[config.mk]
export PLATFORM = sky130hd
export DESIGN_NAME = ltmp_host
export DESIGN_NICKNAME = d
export VERILOG_FILES = /design/src/rtl/ltmp_pkg.sv /design/src/rtl/ltmp_host.sv /design/src/rtl/ltmp_sync.sv
export SDC_FILE = /design/constraint.sdc
export NUM_CORES = 1
export LEC_CHECK = 0
export ABC_AREA = 1
export BUFFER_PORTS_ARGS = -buffer_cell sky130_fd_sc_hd__buf_2
export CAP_MARGIN = 20
export CORE_AREA = 2 2 56 58
export CTS_CLUSTER_DIAMETER = 60
export DETAILED_ROUTE_END_ITERATION = 10
export DIE_AREA = 0 0 58 60
export PLACE_DENSITY_LB_ADDON = 0.2
export SYNTH_ARGS = -nofsm -noshare
export SYNTH_HDL_FRONTEND = slang
export SYNTH_SLANG_ARGS = --single-unit
[constraint.sdc]
create_clock -name sys_clk -period 2.4 [get_ports sys_clk]
set_clock_uncertainty 0.2 [all_clocks]
set_input_delay 0.72 -clock sys_clk [delete_from_list [all_inputs] [get_ports sys_clk]]
set_output_delay 0.72 -clock sys_clk [all_outputs]
set_load 0.03 [all_outputs]
[src/rtl/ltmp_pkg.sv]
// ltmp_pkg: shared constants and carriers for the LIN transceiver host controller
// assumes a single 20 MHz system clock; every timing count derives from it
package ltmp_pkg;

  // ----------------------------------------------------------------
  // timing
  // ----------------------------------------------------------------
  localparam int CLK_PERIOD_NS = 50; // sys_clk at 20 MHz
  // mode change delay: the device needs mode-select high this long
  localparam int MODE_HOLD_NS = 20000;
  // transmit_recovery_time: transmit line high before data is released
  localparam int TX_RECOVERY_NS = 15000;
  // least times round up to whole cycles
  localparam int MODE_HOLD_CYC = (MODE_HOLD_NS + CLK_PERIOD_NS - 1) / CLK_PERIOD_NS;
  localparam int TX_RECOVERY_CYC = (TX_RECOVERY_NS + CLK_PERIOD_NS - 1) / CLK_PERIOD_NS;
  localparam int CNT_W = 16;

  // ----------------------------------------------------------------
  // reset values of the pins
  // ----------------------------------------------------------------
  localparam logic EN_RESET = 1'b0; // mode-select low: device stays in standby
  localparam logic TXD_RESET = 1'b1; // transmit line recessive
  localparam logic RXD_IDLE = 1'b1; // receive line idles high

  // ----------------------------------------------------------------
  // types
  // ----------------------------------------------------------------
  typedef enum logic [2:0] {
    LTMP_STANDBY = 3'h0,
    LTMP_SLEEP = 3'h1,
    LTMP_MODE_HOLD = 3'h2,
    LTMP_TX_REC = 3'h3,
    LTMP_ACTIVE = 3'h4
  } ltmp_state_t;

  typedef struct packed {
    logic reqNormal; // pulse: bring the device to normal operation
    logic reqSleep; // pulse: send the device to sleep
    logic recover; // pulse: protection event suspected, resynchronise
  } ltmp_cmd_t;

  typedef struct packed {
    ltmp_state_t mode; // device mode as the host believes it
    logic txReady; // data on txBit reaches the bus
    logic wakeEvent; // one-cycle pulse: bus wake-up seen
    logic wakeSeen; // level: standby entered by bus wake-up
    logic rxData; // synchronised receive line
  } ltmp_status_t;

endpackage

[src/rtl/ltmp_host.sv]
// ltmp_host: host-side controller that drives a LIN transceiver's mode-select
// and transmit pins and watches its receive pin
// assumes one 20 MHz clock, the transceiver's receive pin arriving asynchronously
`timescale 1ns/10ps
module ltmp_host #(
  parameter int MODE_CYC = ltmp_pkg::MODE_HOLD_CYC,
  parameter int TXREC_CYC = ltmp_pkg::TX_RECOVERY_CYC
) (
  input wire logic sys_clk,
  input wire logic nrst,
  input wire ltmp_pkg::ltmp_cmd_t cmd,
  input wire logic txBit,
  input wire logic rxdPin,
  output logic enPin,
  output logic txdPin,
  output ltmp_pkg::ltmp_status_t status
);

  // ----------------------------------------------------------------
  // receive pin synchronisation
  // ----------------------------------------------------------------
  logic rxSync;

  ltmp_sync #(
    .RESET_VAL(ltmp_pkg::RXD_IDLE)
  ) u_rx_sync (
    .sys_clk(sys_clk),
    .nrst(nrst),
    .pinIn(rxdPin),
    .levelOut(rxSync)
  );

  // ----------------------------------------------------------------
  // mode sequencer
  // ----------------------------------------------------------------
  ltmp_pkg::ltmp_state_t state_reg, state_next;
  logic [ltmp_pkg::CNT_W-1:0] cnt_reg, cnt_next;
  logic en_reg, en_next;
  logic txd_reg, txd_next;
  logic ready_reg, ready_next;
  logic wake_reg, wake_next;
  logic wakeSeen_reg, wakeSeen_next;
  logic rx_reg;

  // terminal count test shared by both timed states and the sleep blanking count
  function automatic logic cnt_done(input logic [ltmp_pkg::CNT_W-1:0] c, input int lim);
    cnt_done = (c >= ltmp_pkg::CNT_W'(lim - 1));
  endfunction

  // next-state logic; after reset the device is taken to sit in standby
  always_comb begin
    state_next = state_reg;
    cnt_next = cnt_reg;
    en_next = en_reg;
    txd_next = txd_reg;
    ready_next = ready_reg;
    wake_next = 1'b0;
    wakeSeen_next = wakeSeen_reg;
    case (state_reg)
      ltmp_pkg::LTMP_STANDBY, ltmp_pkg::LTMP_SLEEP: begin
        en_next = 1'b0;
        txd_next = 1'b1;
        ready_next = 1'b0;
        if (cmd.reqNormal) begin
          state_next = ltmp_pkg::LTMP_MODE_HOLD;
          cnt_next = '0;
          en_next = 1'b1;
        end else if (state_reg == ltmp_pkg::LTMP_SLEEP && !cnt_done(cnt_reg, MODE_CYC + 2)) begin
          // receive line still shows the bus until the device acts on mode-select and
          // the synchroniser catches up; a stuck-dominant bus would read as a wake
          cnt_next = cnt_reg + 1'b1;
        end else if (state_reg == ltmp_pkg::LTMP_SLEEP && !rxSync) begin
          // receive low out of sleep means the device woke on the bus
          state_next = ltmp_pkg::LTMP_STANDBY;
          wake_next = 1'b1;
          wakeSeen_next = 1'b1;
        end
      end
      ltmp_pkg::LTMP_MODE_HOLD: begin
        txd_next = 1'b1;
        if (cmd.reqSleep) begin
          // dropping the mode-select line is the only sleep command
          state_next = ltmp_pkg::LTMP_SLEEP;
          cnt_next = '0;
          en_next = 1'b0;
        end else if (cnt_done(cnt_reg, MODE_CYC)) begin
          state_next = ltmp_pkg::LTMP_TX_REC;
          cnt_next = '0;
          wakeSeen_next = 1'b0;
        end else begin
          cnt_next = cnt_reg + 1'b1;
        end
      end
      ltmp_pkg::LTMP_TX_REC: begin
        txd_next = 1'b1;
        ready_next = 1'b0;
        if (cmd.reqSleep) begin
          state_next = ltmp_pkg::LTMP_SLEEP;
          cnt_next = '0;
          en_next = 1'b0;
        end else if (cnt_done(cnt_reg, TXREC_CYC)) begin
          state_next = ltmp_pkg::LTMP_ACTIVE;
          ready_next = 1'b1;
        end else begin
          cnt_next = cnt_reg + 1'b1;
        end
      end
      ltmp_pkg::LTMP_ACTIVE: begin
        txd_next = txBit;
        if (cmd.reqSleep) begin
          // sleep is commanded whatever the bus shows, even stuck dominant
          state_next = ltmp_pkg::LTMP_SLEEP;
          cnt_next = '0;
          en_next = 1'b0;
          txd_next = 1'b1;
          ready_next = 1'b0;
        end else if (cmd.recover) begin
          // transmitter may have been blocked: re-release with a high period
          state_next = ltmp_pkg::LTMP_TX_REC;
          cnt_next = '0;
          txd_next = 1'b1;
          ready_next = 1'b0;
        end
      end
      default: begin
        state_next = ltmp_pkg::LTMP_STANDBY;
        en_next = 1'b0;
        txd_next = 1'b1;
        ready_next = 1'b0;
      end
    endcase
  end

  // state registers only
  always_ff @(posedge sys_clk or negedge nrst) begin
    if (!nrst) begin
      state_reg <= ltmp_pkg::LTMP_STANDBY;
      cnt_reg <= '0;
      en_reg <= ltmp_pkg::EN_RESET;
      txd_reg <= ltmp_pkg::TXD_RESET;
      ready_reg <= 1'b0;
      wake_reg <= 1'b0;
      wakeSeen_reg <= 1'b0;
      rx_reg <= ltmp_pkg::RXD_IDLE;
    end else begin
      state_reg <= state_next;
      cnt_reg <= cnt_next;
      en_reg <= en_next;
      txd_reg <= txd_next;
      ready_reg <= ready_next;
      wake_reg <= wake_next;
      wakeSeen_reg <= wakeSeen_next;
      rx_reg <= rxSync;
    end
  end

  // ----------------------------------------------------------------
  // outputs, all straight from flip-flops
  // ----------------------------------------------------------------
  assign enPin = en_reg;
  assign txdPin = txd_reg;
  assign status.mode = state_reg;
  assign status.txReady = ready_reg;
  assign status.wakeEvent = wake_reg;
  assign status.wakeSeen = wakeSeen_reg;
  assign status.rxData = rx_reg;

  // ----------------------------------------------------------------
  // checks
  // ----------------------------------------------------------------
  // helper counters of consecutive high cycles on the driven pins
  logic [ltmp_pkg::CNT_W-1:0] enHi_reg, txHi_reg;

  always_ff @(posedge sys_clk or negedge nrst) begin
    if (!nrst) begin
      enHi_reg <= '0;
      txHi_reg <= '0;
    end else begin
      enHi_reg <= enPin ? enHi_reg + 1'b1 : '0;
      txHi_reg <= txdPin ? txHi_reg + 1'b1 : '0;
    end
  end

  a_mode_hold_len: assert property (@(posedge sys_clk) disable iff (!nrst)
    ($past(state_reg) == ltmp_pkg::LTMP_MODE_HOLD && state_reg == ltmp_pkg::LTMP_TX_REC)
    |-> (enHi_reg >= ltmp_pkg::CNT_W'(MODE_CYC)))
    else $error("normal mode reached before mode-select hold time");

  a_sleep_en_low: assert property (@(posedge sys_clk) disable iff (!nrst)
    (cmd.reqSleep && state_reg == ltmp_pkg::LTMP_ACTIVE)
    |=> (!enPin && state_reg == ltmp_pkg::LTMP_SLEEP) ##1 !enPin)
    else $error("sleep request did not drop mode-select");

  a_sleep_bus_stuck: assert property (@(posedge sys_clk) disable iff (!nrst)
    (cmd.reqSleep && !rxSync && state_reg != ltmp_pkg::LTMP_STANDBY
      && state_reg != ltmp_pkg::LTMP_SLEEP)
    |=> !enPin)
    else $error("sleep blocked by dominant bus");

  a_tx_release_len: assert property (@(posedge sys_clk) disable iff (!nrst)
    $rose(ready_reg) |-> (txHi_reg >= ltmp_pkg::CNT_W'(TXREC_CYC)) && enPin)
    else $error("data released before transmit recovery time");

  a_recover_block: assert property (@(posedge sys_clk) disable iff (!nrst)
    (cmd.recover && state_reg == ltmp_pkg::LTMP_ACTIVE && !cmd.reqSleep)
    |=> !ready_reg && state_reg == ltmp_pkg::LTMP_TX_REC)
    else $error("recovery did not block data");

  a_recover_txd_high: assert property (@(posedge sys_clk) disable iff (!nrst)
    (cmd.recover && state_reg == ltmp_pkg::LTMP_ACTIVE && !cmd.reqSleep)
    |=> txdPin throughout (!ready_reg [*2]))
    else $error("transmit not held high after recovery");

endmodule

[src/rtl/ltmp_sync.sv]
// ltmp_sync: two flip-flop synchroniser for a pin level
// assumes the input is asynchronous to sys_clk; reset value is a parameter
`timescale 1ns/10ps
module ltmp_sync #(
  parameter logic RESET_VAL = 1'b1
) (
  input wire logic sys_clk,
  input wire logic nrst,
  input wire logic pinIn,
  output logic levelOut
);

  logic meta_reg;
  logic level_reg;

  // ----------------------------------------------------------------
  // synchroniser chain
  // ----------------------------------------------------------------
  // first stage feeds only the second; nothing else may look at it
  always_ff @(posedge sys_clk or negedge nrst) begin
    if (!nrst) begin
      meta_reg <= RESET_VAL;
      level_reg <= RESET_VAL;
    end else begin
      meta_reg <= pinIn;
      level_reg <= meta_reg;
    end
  end

  assign levelOut = level_reg;

endmodule

* Yosys cells after proc, flatten, opt, wreduce, memory -nomap -nowiden
Index checks and enable logic that the tools add are counted.
** Word-level totals
- Register bits after elaboration :: 27
- Output and inout bits :: 9
- Word-level logic and storage cells :: 85
** Operators by class
- Add/subtract/negate cells :: 1
- Magnitude comparators :: 3
- Equal/unequal tests :: 17
- Multiplexer cells :: 40
- Bitwise gates (word level) :: 1
- Reductions and logical operators :: 13
** Operator list (count)
- 16-bit 2-to-1 mux :: 8
- 16-bit case mux with 4 select lines :: 1
- 16-bit by 9-bit >= comparator with 1-bit output (second input constant) :: 3
- 3-bit 2-to-1 mux :: 9
- 3-bit inequality test (second input constant) :: 7
- 1-bit 2-to-1 mux :: 18
- 16-bit by 1-bit adder with 16-bit output (second input constant) :: 1
- 3-bit case mux with 4 select lines :: 1
- 2-bit inequality test (second input constant) :: 5
- 3-bit by 2-bit == test with 1-bit output (second input constant) :: 2
- 6-bit AND reduction :: 1
- 5-bit AND reduction :: 1
- 1-bit case mux with 2 select lines :: 2
- 4-bit AND reduction :: 1
- 4-bit nonzero test :: 1
- 3-bit by 1-bit == test with 1-bit output (second input constant) :: 1
- 3-bit == test (second input constant) :: 1
- 3-bit zero test :: 1
- 1-bit case mux with 3 select lines :: 1
- 3-bit OR reduction :: 1
- 1-bit logical AND :: 2
- 1-bit zero test :: 2
- 2-bit by 1-bit inequality test with 1-bit output (second input constant) :: 1
- 2-bit AND reduction :: 1
- other kinds (3) :: 3

* Longest topological paths before layout
- Word-level depth :: 6
- Depth in mapped cells :: 12

* Hierarchy
A second synthesis with hierarchy kept.
** Second synthesis, totals
- Cells, all modules :: 226
- Area total of the unflattened synthesis :: 1630.3 um2
** Modules (own cells, without submodules)
- ltmp_host :: times used 1, cells each 224, area each 1577.8 um2
- ltmp_sync :: times used 1, cells each 2, area each 52.6 um2

* Worst setup path before layout
No wires, ideal clock.
- Path type :: reg2reg
- Start point :: register state_reg[2]
- End point :: register cnt_reg[2] in the netlist's numbering
- Setup time :: 0.116 ns
- Data arrival time :: 1.454 ns
- Setup slack :: 0.630 ns
- Stages on the path, launching flop included :: 10
- Buffers on the path :: 1
- Clock period less this slack :: 1.770 ns
- Cell sequence :: dfrtp_1 > inv_1 > nand3_1 > nor2_1 > nand2_1 > nand2_2 > nand3_2 > buf_4 > nand2_1 > nand2_1
** On the way
- Word-level cells in the longest chain between the ends :: 4
- Elaborated cells on any way between the ends :: 13
- Those cells by class :: 7 x eq/ne; 1 x mux; 5 x reduce/logical
** Ends and longest elaborated chain
- start: declaration :: RTL line ltmp_host.sv:36 : ltmp_pkg::ltmp_state_t state_reg, state_next;
- start signal: assignment :: RTL line ltmp_host.sv:137 : state_reg <= ltmp_pkg::LTMP_STANDBY;
- start signal: assignment :: RTL line ltmp_host.sv:146 : state_reg <= state_next;
- 3-bit by 1-bit == test with 1-bit output / 3-bit zero test (equally long branches) :: RTL line ltmp_host.sv:59, ltmp_host.sv:68
- 2-bit OR reduction / 1-bit logical AND (equally long branches) :: RTL line ltmp_host.sv:59, ltmp_host.sv:68
- 3-bit inequality test (no source line) / 4-bit nonzero test (equally long branches)
- 4-bit AND reduction (no source line)
- end signal: assignment :: RTL line ltmp_host.sv:147 : cnt_reg <= cnt_next;
- end: declaration :: RTL line ltmp_host.sv:37 : logic [ltmp_pkg::CNT_W-1:0] cnt_reg, cnt_next;
Parallel ways exist; a longest one is shown, timed or not.
A chain may end at the register's enable or synchronous reset.

* Worst setup path in the final report
- Start point :: register state_reg[0]
- End point :: output status[4] in the netlist's numbering
** RTL lines
- end: declaration :: RTL line ltmp_host.sv:16 : output ltmp_pkg::ltmp_status_t status
No word-level cell between the ends.

==> metrics <==
status=finished, final reports clean; ys flop type=dfrtp_1; width of the die=58 um; cells taking the most area after synthesis=dfrtp_1, nand2_1, inv_1; layout cells sized above 1=15.8%; Post-CTS Setup Inserts=0; first drt pass iteration count=4; area delta synth->final=6.24%; Syn Area/Cell=roughly 7 um^2; reg2reg setup slack=between 0.4 and 0.5 ns; Wirelength per Cell=11.5 um; first-pass GRT wire length=between 5000 and 6000 um; diode count=0; Post-synth EDFFs=0; P per Cell Area=roughly 800 mW/mm^2; Non-Filler Instances=roughly 270; Setup Viol. Count Final=0; post-cts sizing count=0; CTS H-tree depth=1; Max VDD drop=roughly 0.00055 V; static leakage=1.02 nW; Final ANT Viol Nets=0; crit-path cells=buf_2; library cells used by synthesis=25; vias in the first global route=1244; Total Routing Usage GR=between 20% and 30%; Slew headroom=between 50% and 60%; CTS tree=yes; max reg flops=16; largest area contributor in the netlist=dfrtp_1; Initial Utilization=between 50% and 60%; DRT Wirelength=roughly 3100 um; WP buf/inv=1; Worst path slowest cell=dfrtp_1; GR Overflow Total=0; area of the multi-input gates=approximately 730 um^2; die area=0.00348 mm^2; Crit Reg-Reg Endpoint=cnt_reg[1]$_DFFE_PN0P_; DP Wirelength=approximately 2400 um; nets=252; Crit Path Max Fanout=8; Worst Setup Start Kind=register; clk buf depth=2; YS warnings=0; Top delay family on crit path=flip-flops; initial antenna violation count=0; Post-synth top cells=nand2_1, inv_1, dfrtp_1, nand3_1, nor2_1; instance count on the critical path=1; Syn Nets=238; Via Count=roughly 1400; Slew Viols, Final=0; Max Cap Violations=0; largest net degree at the start of global routing=28; root buf cell=clkbuf_4; Yosys reg bits=27; fin crit share=roughly 85%; Inst Count DP=270; clock-pin transition on the worst setup and hold timing paths=around 0.15 ns; clk sinks=27; I/O pin cnt=16; # DRC=0; Final Hold Fails=0; Seq/Total Area, Yosys=a little over two fifths; Peak Freq=~490 MHz; Skew-Pair Late Insertion Delay=around 0.33 ns; biggest cell delay along the critical path=between 0.5 and 0.6 ns; most frequent cell after synthesis=nand2_1; RSZ-0062 raised after global routing=no; worst min path class=in -> async; die height=roughly 60 um; setup TNS=0 ns; Seq. cell area=681 um^2; fill count=around 290; core footprint=0.00290 mm^2; Reg-to-Reg Start=cnt_reg[1]$_DFFE_PN0P_; Post-Syn Area=roughly 0.0016 mm^2; ys async rst share=100%; initial DRC count=around 110; required time of the worst setup path=around 1.5 ns; worst-margin pin slew=about 0.6 ns; Worst R2R Path Depth=11; # rows=20; CTS Buf Count=3; Syn Inst Count=about 230; Vias/cell=roughly 5.0; Worst Setup End Kind=output pin; Post-CTS Hold Buffers=0; RD Place Congestion=around 0.93; # port buffers=15; Worst Path Arrival=1.12 ns; kind of critical path=reg -> out; Synth top area share=a little over a third; clock period minus worst slack=slightly above 2 ns
==> metrics by stage <==
step / hold WS [ns] / setup WS, ns / power, mW / area [um^2] / util [%]
2_1_floorplan: 0.145 / 0.630 / 1.02 / 1600 / -
3_3_place_gp: 0.145 / 0.385 / 1.13 / 1670 / 57.7
3_5_place_dp: 0.147 / 0.376 / 1.14 / 1670 / 57.7
4_1_cts: 0.167 / 0.355 / 1.34 / 1700 / 58.7
5_1_grt: 0.174 / 0.227 / 1.44 / 1700 / 58.7
6_report: 0.165 / 0.364 / 1.34 / 1700 / 58.7
==> placed cells by master, fill, tap and decap left out <==
cell type and count:
clkbuf_4 3, dfrtp_1 23, o31ai_1 1, nor3_1 1, inv_2 2, ha_1 3
inv_1 35, nand2_2 2, o211ai_1 1, a21oi_2 1, nand3_2 2, nand3_1 21
buf_2 15, nor3_2 1, nand4_1 4, a21oi_1 8, nand2_1 75, clkinvlp_4 1
o21ai_0 5, nor2_1 21, dfstp_2 4, o21ai_1 4, buf_4 1, nor2_2 3
or2_2 3, xor2_1 1
==> worst max path at each step <==
stage               slack (ns)                startpoint                     end
floorplan                 0.63  state_reg[2]$_DFFE_PN0P_  cnt_reg[2]$_DFFE_PN0P_
global placement          0.39                    cmd[1]  cnt_reg[5]$_DFFE_PN0P_
detailed placement        0.38                    cmd[1]  cnt_reg[1]$_DFFE_PN0P_
CTS                       0.35  state_reg[0]$_DFFE_PN0P_               status[4]
global route              0.23    cnt_reg[0]$_DFFE_PN0P_  cnt_reg[1]$_DFFE_PN0P_
finish                    0.36  state_reg[0]$_DFFE_PN0P_               status[4]
==> final cells by class <==
class	instances	area share, %
repair buffers	16	4.85
multi-input cells	157	42.9
flip-flops and latches	27	39.9
well taps	33	2.42
clock inverters	1	0.441
clock buffers	3	1.32
inverters	37	8.15
==> logic make-up after synthesis <==
kind of cell	count (synthesis)	synth area share, %
flip-flops	27	42.4
AO/OA/AOI/OAI	20	6.79
AND/OR/NAND/NOR	133	35.9
buffers and inverters	44	12.0
adder cells (fa/ha/maj)	3	2.34
XOR/XNOR	1	0.546
==> per-layer routing <==
metal,wire length [um],track usage (%)
met5,0,0
met4,69,10.3
met3,111,2.81
met2,1400,34.1
met1,1560,26.8
==> report_power, final <==
group	switching, mW	total [mW]	internal (mW)
Clock	0.142	0.206	0.0640
Combinational	0.388	0.557	0.169
Sequential	0.0627	0.571	0.509
Total	0.593	1.34	0.742
No activity file was read; power rests on OpenSTA's default activity.
